===== src/rtl/vpm_regs.svh =====
// Register offsets, field positions, reset values and run lengths
// Assumes the byte wide microprocessor port of the path overhead monitor
`ifndef VPM_REGS_SVH
`define VPM_REGS_SVH
`define VPM_GLB_SDH      10'h007
`define VPM_GLB_DEB      10'h01E
`define VPM_CH_BASE      10'h040
`define VPM_LABEL_CFG    8'h07
`define VPM_MASK1        8'h09
`define VPM_MASK2        8'h0A
`define VPM_STAT1        8'h11
`define VPM_STAT2        8'h12
`define VPM_EVT1         8'h15
`define VPM_EVT2         8'h16
`define VPM_PERF1        8'h19
`define VPM_PERF2        8'h1A
`define VPM_FLT1         8'h1D
`define VPM_FLT2         8'h1E
`define VPM_RXLABEL      8'h20
`define VPM_BIP_A        8'h26
`define VPM_BIP_B        8'h27
`define VPM_REI_A        8'h28
`define VPM_REI_B        8'h29
`define VPM_BIP_SH_A     8'h2E
`define VPM_BIP_SH_B     8'h2F
`define VPM_REI_SH_A     8'h30
`define VPM_REI_SH_B     8'h31
`define VPM_SDH_BIT      5
`define VPM_DEB_BIT      0
`define VPM_RST_BYTE     8'h00
`define VPM_LBL_UNEQ     3'h0
`define VPM_LBL_NONSPEC  3'h1
`define VPM_LBL_ASYNC    3'h2
`define VPM_LBL_BSYNC    3'h4
`define VPM_ERDI_PAY     3'h2
`define VPM_ERDI_SRV     3'h5
`define VPM_ERDI_CON     3'h6
`define VPM_RUN_SHORT    4'h5
`define VPM_RUN_LONG     4'hA
`define VPM_CNT_MAX      12'hFFF
`endif


===== src/rtl/vpm_pkg.sv =====
// Types shared by the path overhead monitor
// Assumes the constants header is included by users of the offsets
package vpm_pkg;
    // One superframe worth of dropped overhead
    typedef struct packed {
        logic       valid;
        logic [7:0] v5;
        logic [7:0] z7;
        logic [1:0] bip_calc;
    } vpm_ovh_t;
    // Microprocessor request
    typedef struct packed {
        logic       wr;
        logic       rd;
        logic [9:0] addr;
        logic [7:0] wdata;
    } vpm_cpu_t;
endpackage : vpm_pkg


===== src/rtl/vpm_monitor.sv =====
// Receive VT1.5/TU-11 path overhead monitor for one demapper channel
// Assumes overhead strobes from telecom bus termination on mclk
`timescale 1ns/10ps
`include "vpm_regs.svh"
module vpm_monitor (
    input  wire logic             mclk,
    input  wire logic             rst,
    input  wire vpm_pkg::vpm_ovh_t ovh,
    input  wire vpm_pkg::vpm_cpu_t cpu,
    input  wire logic             signal_fail_input,
    input  wire logic             perf_tick,
    input  wire logic             byte_sync_mode,
    output logic [7:0]            cpu_rdata,
    output logic                  cpu_rvalid,
    output logic [2:0]            tx_label,
    output logic                  rfi_yellow
);
    localparam int N = 6;

    ////////////////////////////////////////////////////////////////////
    // Pin synchronisers
    logic [1:0] sf_sync;
    logic [1:0] tk_sync;
    logic       tk_prev;
    logic       sf;
    logic       tick;
    always_ff @(posedge mclk or posedge rst) begin
        if (rst) begin
            sf_sync <= 2'h0;
            tk_sync <= 2'h0;
            tk_prev <= 1'b0;
        end else begin
            sf_sync <= {sf_sync[0], signal_fail_input};
            tk_sync <= {tk_sync[0], perf_tick};
            tk_prev <= tk_sync[1];
        end
    end
    assign sf   = sf_sync[1];
    assign tick = tk_sync[1] & ~tk_prev;

    ////////////////////////////////////////////////////////////////////
    // Register writes
    logic       ch_hit;
    logic [7:0] off;
    logic [7:0] lbl_cfg;
    logic [7:0] mask1;
    logic [7:0] mask2;
    logic       sdh_mode;
    logic       rdi_long_debounce;
    assign ch_hit = cpu.addr[9:6] == 4'(`VPM_CH_BASE >> 6);
    assign off    = {2'h0, cpu.addr[5:0]};

    // Configuration registers
    always_ff @(posedge mclk or posedge rst) begin
        if (rst) begin
            lbl_cfg           <= `VPM_RST_BYTE;
            mask1             <= `VPM_RST_BYTE;
            mask2             <= `VPM_RST_BYTE;
            sdh_mode          <= 1'b0;
            rdi_long_debounce <= 1'b0;
        end else if (cpu.wr) begin
            if (cpu.addr == `VPM_GLB_SDH)
                sdh_mode <= cpu.wdata[`VPM_SDH_BIT];
            if (cpu.addr == `VPM_GLB_DEB)
                rdi_long_debounce <= cpu.wdata[`VPM_DEB_BIT];
            if (ch_hit && off == `VPM_LABEL_CFG)
                lbl_cfg <= cpu.wdata & 8'h77;
            if (ch_hit && off == `VPM_MASK1)
                mask1 <= cpu.wdata;
            if (ch_hit && off == `VPM_MASK2)
                mask2 <= {5'h00, cpu.wdata[2:0]};
        end
    end

    logic [2:0] exp_label;
    assign exp_label = lbl_cfg[6:4];
    assign tx_label  = lbl_cfg[2:0];

    ////////////////////////////////////////////////////////////////////
    // Overhead decode
    logic [2:0] rx_in;
    logic [2:0] z7_code;
    logic       enhanced;
    logic       mis_raw;
    logic [N-1:0] raw;
    logic [N-1:0] clr;
    logic [3:0] rdi_run;
    logic [3:0] thr [N];
    assign rx_in    = ovh.v5[3:1];
    assign z7_code  = ovh.z7[3:1];
    assign enhanced = ovh.z7[2] ^ ovh.z7[1];

    // Mismatch test, nonspecific and unequipped exceptions
    assign mis_raw = (rx_in != `VPM_LBL_UNEQ) && (rx_in != exp_label)
        && !(rx_in == `VPM_LBL_NONSPEC && exp_label != `VPM_LBL_UNEQ)
        && (exp_label != `VPM_LBL_NONSPEC);

    // Raw per-frame conditions: rdi, rfi, payload, server, conn, mismatch
    assign raw[0] = !enhanced && ovh.v5[0];
    assign raw[1] = ovh.v5[4];
    assign raw[2] = enhanced && z7_code == `VPM_ERDI_PAY;
    assign raw[3] = enhanced && z7_code == `VPM_ERDI_SRV;
    assign raw[4] = enhanced && z7_code == `VPM_ERDI_CON;
    assign raw[5] = mis_raw;
    assign clr    = {1'b0, {3{sf}}, 1'b0, sf};

    // Run lengths
    assign rdi_run = rdi_long_debounce ? `VPM_RUN_LONG : `VPM_RUN_SHORT;
    assign thr[0]  = rdi_run;
    assign thr[1]  = `VPM_RUN_LONG;
    assign thr[2]  = rdi_run;
    assign thr[3]  = rdi_run;
    assign thr[4]  = rdi_run;
    assign thr[5]  = `VPM_RUN_SHORT;

    ////////////////////////////////////////////////////////////////////
    // Persistency filters
    logic [N-1:0] st;
    logic [3:0]   dcnt [N];
    genvar gi;
    generate
        for (gi = 0; gi < N; gi++) begin : g_deb
            always_ff @(posedge mclk or posedge rst) begin
                if (rst) begin
                    st[gi]   <= 1'b0;
                    dcnt[gi] <= 4'h0;
                end else if (clr[gi]) begin
                    st[gi]   <= 1'b0;
                    dcnt[gi] <= 4'h0;
                end else if (ovh.valid) begin
                    if (raw[gi] == st[gi]) begin
                        dcnt[gi] <= 4'h0;
                    end else if (dcnt[gi] + 4'h1 >= thr[gi]) begin
                        st[gi]   <= raw[gi];
                        dcnt[gi] <= 4'h0;
                    end else begin
                        dcnt[gi] <= dcnt[gi] + 4'h1;
                    end
                end
            end
        end
    endgenerate

    ////////////////////////////////////////////////////////////////////
    // Received label and unequipped
    logic [2:0] rx_label;
    logic       uneq;
    always_ff @(posedge mclk or posedge rst) begin
        if (rst) begin
            rx_label <= 3'h0;
            uneq     <= 1'b0;
        end else if (ovh.valid) begin
            rx_label <= rx_in;
            uneq     <= rx_in == `VPM_LBL_UNEQ;
        end
    end

    ////////////////////////////////////////////////////////////////////
    // Error counters
    logic [1:0]  bip_diff;
    logic [1:0]  bip_inc;
    logic [12:0] bip_sum;
    logic [12:0] rei_sum;
    logic [11:0] bip_cnt;
    logic [11:0] rei_cnt;
    logic [11:0] bip_sh;
    logic [11:0] rei_sh;
    logic        bip_ov;
    logic        rei_ov;
    assign bip_diff = ovh.v5[7:6] ^ ovh.bip_calc;
    assign bip_inc  = !ovh.valid ? 2'h0
                    : sdh_mode ? {1'b0, |bip_diff}
                    : {1'b0, bip_diff[1]} + {1'b0, bip_diff[0]};
    assign bip_sum  = {1'b0, tick ? 12'h000 : bip_cnt} + {11'h000, bip_inc};
    assign rei_sum  = {1'b0, tick ? 12'h000 : rei_cnt}
                    + {12'h000, ovh.valid & ovh.v5[5]};

    // Saturating counts, shadows taken on the tick
    always_ff @(posedge mclk or posedge rst) begin
        if (rst) begin
            bip_cnt <= 12'h000;
            rei_cnt <= 12'h000;
            bip_sh  <= 12'h000;
            rei_sh  <= 12'h000;
            bip_ov  <= 1'b0;
            rei_ov  <= 1'b0;
        end else begin
            bip_cnt <= bip_sum[12] ? `VPM_CNT_MAX : bip_sum[11:0];
            rei_cnt <= rei_sum[12] ? `VPM_CNT_MAX : rei_sum[11:0];
            bip_ov  <= bip_sum[12] | (bip_ov & ~tick);
            rei_ov  <= rei_sum[12] | (rei_ov & ~tick);
            if (tick) begin
                bip_sh <= bip_cnt;
                rei_sh <= rei_cnt;
            end
        end
    end

    ////////////////////////////////////////////////////////////////////
    // Status, events, performance and hard fault
    logic [7:0]  stat1;
    logic [7:0]  stat2;
    logic [15:0] st_all;
    logic [15:0] st_prev;
    logic [15:0] evt;
    logic [15:0] evt_clr;
    logic [15:0] perf_acc;
    logic [15:0] flt_acc;
    logic [15:0] perf;
    logic [15:0] flt;
    logic        srv;
    logic        con;
    logic        pay;
    assign srv   = st[3];
    assign con   = st[4] & ~st[3];
    assign pay   = st[2] & ~st[3] & ~st[4];
    assign stat1 = {rei_ov, bip_ov, 2'h0, st[1], uneq, st[5], st[0]};
    assign stat2 = {5'h00, pay, srv, con};
    assign st_all = {stat2, stat1};
    assign evt_clr = {cpu.rd && ch_hit && off == `VPM_EVT2 ? 8'hFF : 8'h00,
                      cpu.rd && ch_hit && off == `VPM_EVT1 ? 8'hFF : 8'h00};

    // Change latches, set wins over read clear
    always_ff @(posedge mclk or posedge rst) begin
        if (rst) begin
            st_prev <= 16'h0000;
            evt     <= 16'h0000;
        end else begin
            st_prev <= st_all;
            evt     <= (evt & ~evt_clr) | (st_all ^ st_prev);
        end
    end

    // Per-interval seen and held summaries
    always_ff @(posedge mclk or posedge rst) begin
        if (rst) begin
            perf_acc <= 16'h0000;
            flt_acc  <= 16'hFFFF;
            perf     <= 16'h0000;
            flt      <= 16'h0000;
        end else if (tick) begin
            perf     <= perf_acc | st_all;
            flt      <= flt_acc & st_all;
            perf_acc <= 16'h0000;
            flt_acc  <= 16'hFFFF;
        end else begin
            perf_acc <= perf_acc | st_all;
            flt_acc  <= flt_acc & st_all;
        end
    end

    // Yellow forwarding
    always_ff @(posedge mclk or posedge rst) begin
        if (rst)
            rfi_yellow <= 1'b0;
        else
            rfi_yellow <= st[1] & byte_sync_mode;
    end

    ////////////////////////////////////////////////////////////////////
    // Read mux
    logic [7:0] next_rdata;
    always_comb begin
        next_rdata = 8'h00;
        if (cpu.addr == `VPM_GLB_SDH)
            next_rdata = {2'h0, sdh_mode, 5'h00};
        else if (cpu.addr == `VPM_GLB_DEB)
            next_rdata = {7'h00, rdi_long_debounce};
        else if (ch_hit) begin
            case (off)
                `VPM_LABEL_CFG: next_rdata = lbl_cfg;
                `VPM_MASK1:     next_rdata = mask1;
                `VPM_MASK2:     next_rdata = mask2;
                `VPM_STAT1:     next_rdata = stat1;
                `VPM_STAT2:     next_rdata = stat2;
                `VPM_EVT1:      next_rdata = evt[7:0];
                `VPM_EVT2:      next_rdata = evt[15:8];
                `VPM_PERF1:     next_rdata = perf[7:0];
                `VPM_PERF2:     next_rdata = perf[15:8];
                `VPM_FLT1:      next_rdata = flt[7:0];
                `VPM_FLT2:      next_rdata = flt[15:8];
                `VPM_RXLABEL:   next_rdata = {5'h00, rx_label};
                `VPM_BIP_A:     next_rdata = bip_cnt[7:0];
                `VPM_BIP_B:     next_rdata = {4'h0, bip_cnt[11:8]};
                `VPM_REI_A:     next_rdata = rei_cnt[7:0];
                `VPM_REI_B:     next_rdata = {4'h0, rei_cnt[11:8]};
                `VPM_BIP_SH_A:  next_rdata = bip_sh[7:0];
                `VPM_BIP_SH_B:  next_rdata = {4'h0, bip_sh[11:8]};
                `VPM_REI_SH_A:  next_rdata = rei_sh[7:0];
                `VPM_REI_SH_B:  next_rdata = {4'h0, rei_sh[11:8]};
                default:        next_rdata = 8'h00;
            endcase
        end
    end

    // Read data one cycle after the strobe
    always_ff @(posedge mclk or posedge rst) begin
        if (rst) begin
            cpu_rdata  <= 8'h00;
            cpu_rvalid <= 1'b0;
        end else begin
            cpu_rvalid <= cpu.rd;
            if (cpu.rd)
                cpu_rdata <= next_rdata;
        end
    end
endmodule : vpm_monitor


===== config.mk =====
export PLATFORM = sky130hd
export DESIGN_NAME = vpm_monitor
export DESIGN_NICKNAME = d
export VERILOG_FILES = /design/src/rtl/vpm_pkg.sv /design/src/rtl/vpm_monitor.sv
export VERILOG_INCLUDE_DIRS = /design/src /design/src/rtl
export SDC_FILE = /design/constraint.sdc
export NUM_CORES = 1
export LEC_CHECK = 0
export CAP_MARGIN = 10
export CORE_MARGIN = 5
export CORE_UTILIZATION = 25
export CTS_CLUSTER_DIAMETER = 60
export DETAILED_ROUTE_END_ITERATION = 8
export DONT_BUFFER_PORTS = 1
export HOLD_SLACK_MARGIN = 0.03
export SETUP_SLACK_MARGIN = 0.15
export SLEW_MARGIN = 20
export SYNTH_ARGS = -nofsm -noshare
export SYNTH_HDL_FRONTEND = slang
export SYNTH_SLANG_ARGS = --single-unit

===== constraint.sdc =====
create_clock -name mclk -period 12.4 [get_ports mclk]
set_input_delay 1.86 -clock mclk [delete_from_list [all_inputs] [get_ports mclk]]
set_output_delay 1.86 -clock mclk [all_outputs]
set_load 0.02 [all_outputs]

==> flow_metrics.tcl <==
set metrics [dict create \
    outcome "finished clean" \
    port_buffers 0 \
    yosysMostFrequentCell "nand2_1" \
    synthCells 877 \
    vias 6399 \
    fmax_mhz 249 \
    core_um2 34500 \
    die-area_um2 38600 \
    worstPathRequired_ns 12.75 \
    hold_violations 0 \
    power.switching_mw 0.361 \
    r2r_end "rei_cnt[5]$_DFF_PP0_" \
    clockRootBuffer "clkbuf_16" \
    drt_first_iter_violations 532 \
    p_int_mw 0.938 \
    drv_cap 0 \
    min_path_cells 0 \
    nets 940 \
    reg2reg_depth 9 \
    clk_latency_ns 0.44 \
    fin_skew_ns 0.0107 \
    cts.sinks 179 \
    min_period_ns 4.01 \
    synth_top_area_share_pct 48.9 \
    leakage_nw 4.39 \
    yosys_warnings 0 \
    path_max_fanout 11 \
    antenna_left 0 \
    syn_nets 954 \
    ys_seq_area_share_pct 51.6 \
    crit_type "input port to flop" \
    synthArstFlopShare_pct 100 \
    postCtsSetupBuffers 0 \
    synth_area_um2 8700 \
    antenna_found_initial 3 \
    synth_edf_count 0 \
    synth_top_area_cell "dfrtp_1" \
    min_to "sf_sync[1]$_DFF_PP0_" \
    fin_crit_sh_pct 32.3 \
    wirelength_mm 21.8 \
    cp-end-kind "flop" \
    syn_area_per_cell_um2 9.92 \
    grt_pass1_wl_mm 35.1 \
    cts_resized 0 \
    ioPinCount 57 \
    cts_inserted_buffers 17 \
    placementRows 68 \
    synth.ff_latch_count 179 \
    grt_usage_pct 11.4 \
    globalplace.congestion 0.819 \
    area.growth.synth_to_final_pct 11.6 \
    hold_path.class "flop to flop" \
    viasPerCell 4.80 \
    fin_setup_tns_ns 0 \
    yosys-top-cells-area "dfrtp_1 49%, nand2_1 8.5%, ha_1 4.6%, a22oi_1 3.1%, mux2_2 3.1%" \
    worstHoldStart "sf_sync[0]$_DFF_PP0_" \
    rr_startpoint "tk_prev$_DFF_PP0_" \
    layout-drive-gt1-share_pct 9.82 \
    peakVddDrop_mv 0.0969 \
    ys_top_cells_by_count "197 x nand2_1, 170 x dfrtp_1, 50 x nor2_1" \
    htree_levels 4 \
    maxSlewHeadroom_pct 35.9 \
    post_synth_num_cell_types 68 \
    cts_tree "yes" \
    wire_per_inst_um 16.4 \
    power_frac_comb_pct 8.9 \
    startpoint_type "input port" \
    grt_overflow_total 0 \
    place_ws_ns 7.88 \
    powerDensity_nw_per_um2 134 \
    dp_hpwl_mm 15.3 \
    post-route-worst-setup-slack_ns 8.39 \
    path_clk_slew_ns 0.07 \
    reg2reg_slack_ns 9.21 \
    grt_max_degree 117 \
    setup_viol 0 \
    tightest_slew_ns 0.958 \
    drv_slew 0 \
    grt_pass1_vias 6228 \
    start_util_pct 25.2 \
    drc 0 \
    p_sw_share_pct 27.8 \
    p_clk_share_pct 39.7 \
    dieHeight_um 197 \
    seqPwrFrac_pct 51.4 \
    chipWidth_um 197 \
    drt-pass1-iter-count 5 \
    synthFlopType "dfrtp_1" \
    rsz0062_at_grt "no" \
    clockBufferDepth 2 \
    crit_arrival_ns 4.36 \
    postCtsHoldBufs 0 \
]
## how the worst max path moves through the flow
stage           start              endpoint  slack [ns]  cells past startpoint
3_3_place_gp   ovh[0]  bip_cnt[4]$_DFF_PP0_        7.87                     11
6_report       ovh[0]  bip_cnt[4]$_DFF_PP0_        8.39                     11
5_1_grt        ovh[1]  bip_cnt[7]$_DFF_PP0_        8.13                     11
4_1_cts        ovh[0]  bip_cnt[4]$_DFF_PP0_        8.35                     11
2_1_floorplan     rst  bip_cnt[0]$_DFF_PP0_        5.70                      1
3_5_place_dp   ovh[0]  bip_cnt[4]$_DFF_PP0_        7.88                     11
## critical path, stage by stage
cell and delay, ns:
xor2_1 0.31, inv_1 0.08, ha_1 0.20, nand2_1 0.06, o211a_1 0.15, ha_1 0.16, inv_1 0.05, fa_1 0.43
nor3_2 0.37, nand4_1 0.45, o211ai_1 0.23
## layout make-up
type	count	area (um2)
Fill cell	3583	24700
Sequential cell	179	4490
Multi-Input combinational cell	631	3950
Tap cell	455	569
Clock buffer	19	433
Inverter	31	124
Clock inverter	13	119
Timing Repair Buffer	3	22.5
Antenna cell	1	2.50
## cells by family (layout without fill, tap and decap cells)
group / count (synthesis) / in the layout / share of synthesized area (%)
buf+inv: 67 / 66 / 3.18
xor+xnor: 41 / 41 / 4.13
compound gates: 153 / 153 / 11.6
fa+ha+maj: 33 / 33 / 4.83
simple gates: 375 / 375 / 20.9
mux: 29 / 29 / 3.73
flops: 179 / 179 / 51.6
other cells: 0 / 1 / 0
## power groups by stage
stage,Clock (mW),Combinational (mW),Sequential (mW)
after global placement,0,0.113,0.679
final,0.516,0.116,0.668
after global routing,0.555,0.135,0.674
after detailed placement,0,0.117,0.680
after floorplan,0,0.104,0.658
after CTS,0.531,0.118,0.669
## state kept, by name (all words and copies together), names as in the netlist, 2 cells and up
name and flops:
lbl_cfg 6, st_prev 9, perf_acc 9, perf 9
flt 9, cpu_rdata 8, sf_sync 2, mask1 8
bip_sh 12, tk_sync 2, st 5, dcnt 24
rei_sh 12, rx_label 3, evt 16, flt_acc 9
rei_cnt 12, bip_cnt 12, mask2 3
## layer usage
| layer | wire [um] | track usage, % | part of all wire, % | vias to the layer above |
|---|---|---|---|---|
| li1 | - | - | - | 3014 |
| met1 | 9950 | 15.3 | 46 | 3187 |
| met2 | 10200 | 18.3 | 47 | 161 |
| met3 | 1220 | 2.60 | 5.6 | 35 |
| met4 | 466 | 3.67 | 2.1 | 2 |
| met5 | 13 | 0 | 0.060 | - |
## layout by cell type, fill, tap and decap left out, drive strengths merged, types with 9 or more instances in the layout
cell type  netlist  final
dfrtp          170    170
ha              32     32
nor3            15     15
nand2          197    197
nand3           27     27
a22oi           36     36
mux2            27     27
nand2b          19     19
xnor2           23     23
a21oi           19     19
and2            15     15
nor2            51     51
nand4           12     12
o21ai           46     46
xor2            18     18
dfstp            9      9
inv             31     40
clkbuf          25     19
o22ai           11     11
## metrics by stage
stage | area (um2) | utilization, % | total power [mW] | instances | hold slack [ns]
after floorplan | 8700 | - | 0.762 | 877 | 0.331
after global placement | 9150 | 26.5 | 0.792 | 1299 | 0.336
after detailed placement | 9150 | 26.5 | 0.798 | 1299 | 0.336
after CTS | 9700 | 28.1 | 1.32 | 1331 | 0.352
after global routing | 9710 | 28.2 | 1.36 | 1331 | 0.360
final | 9710 | 28.2 | 1.30 | 1332 | 0.352
(Power assumes the default switching activity.)
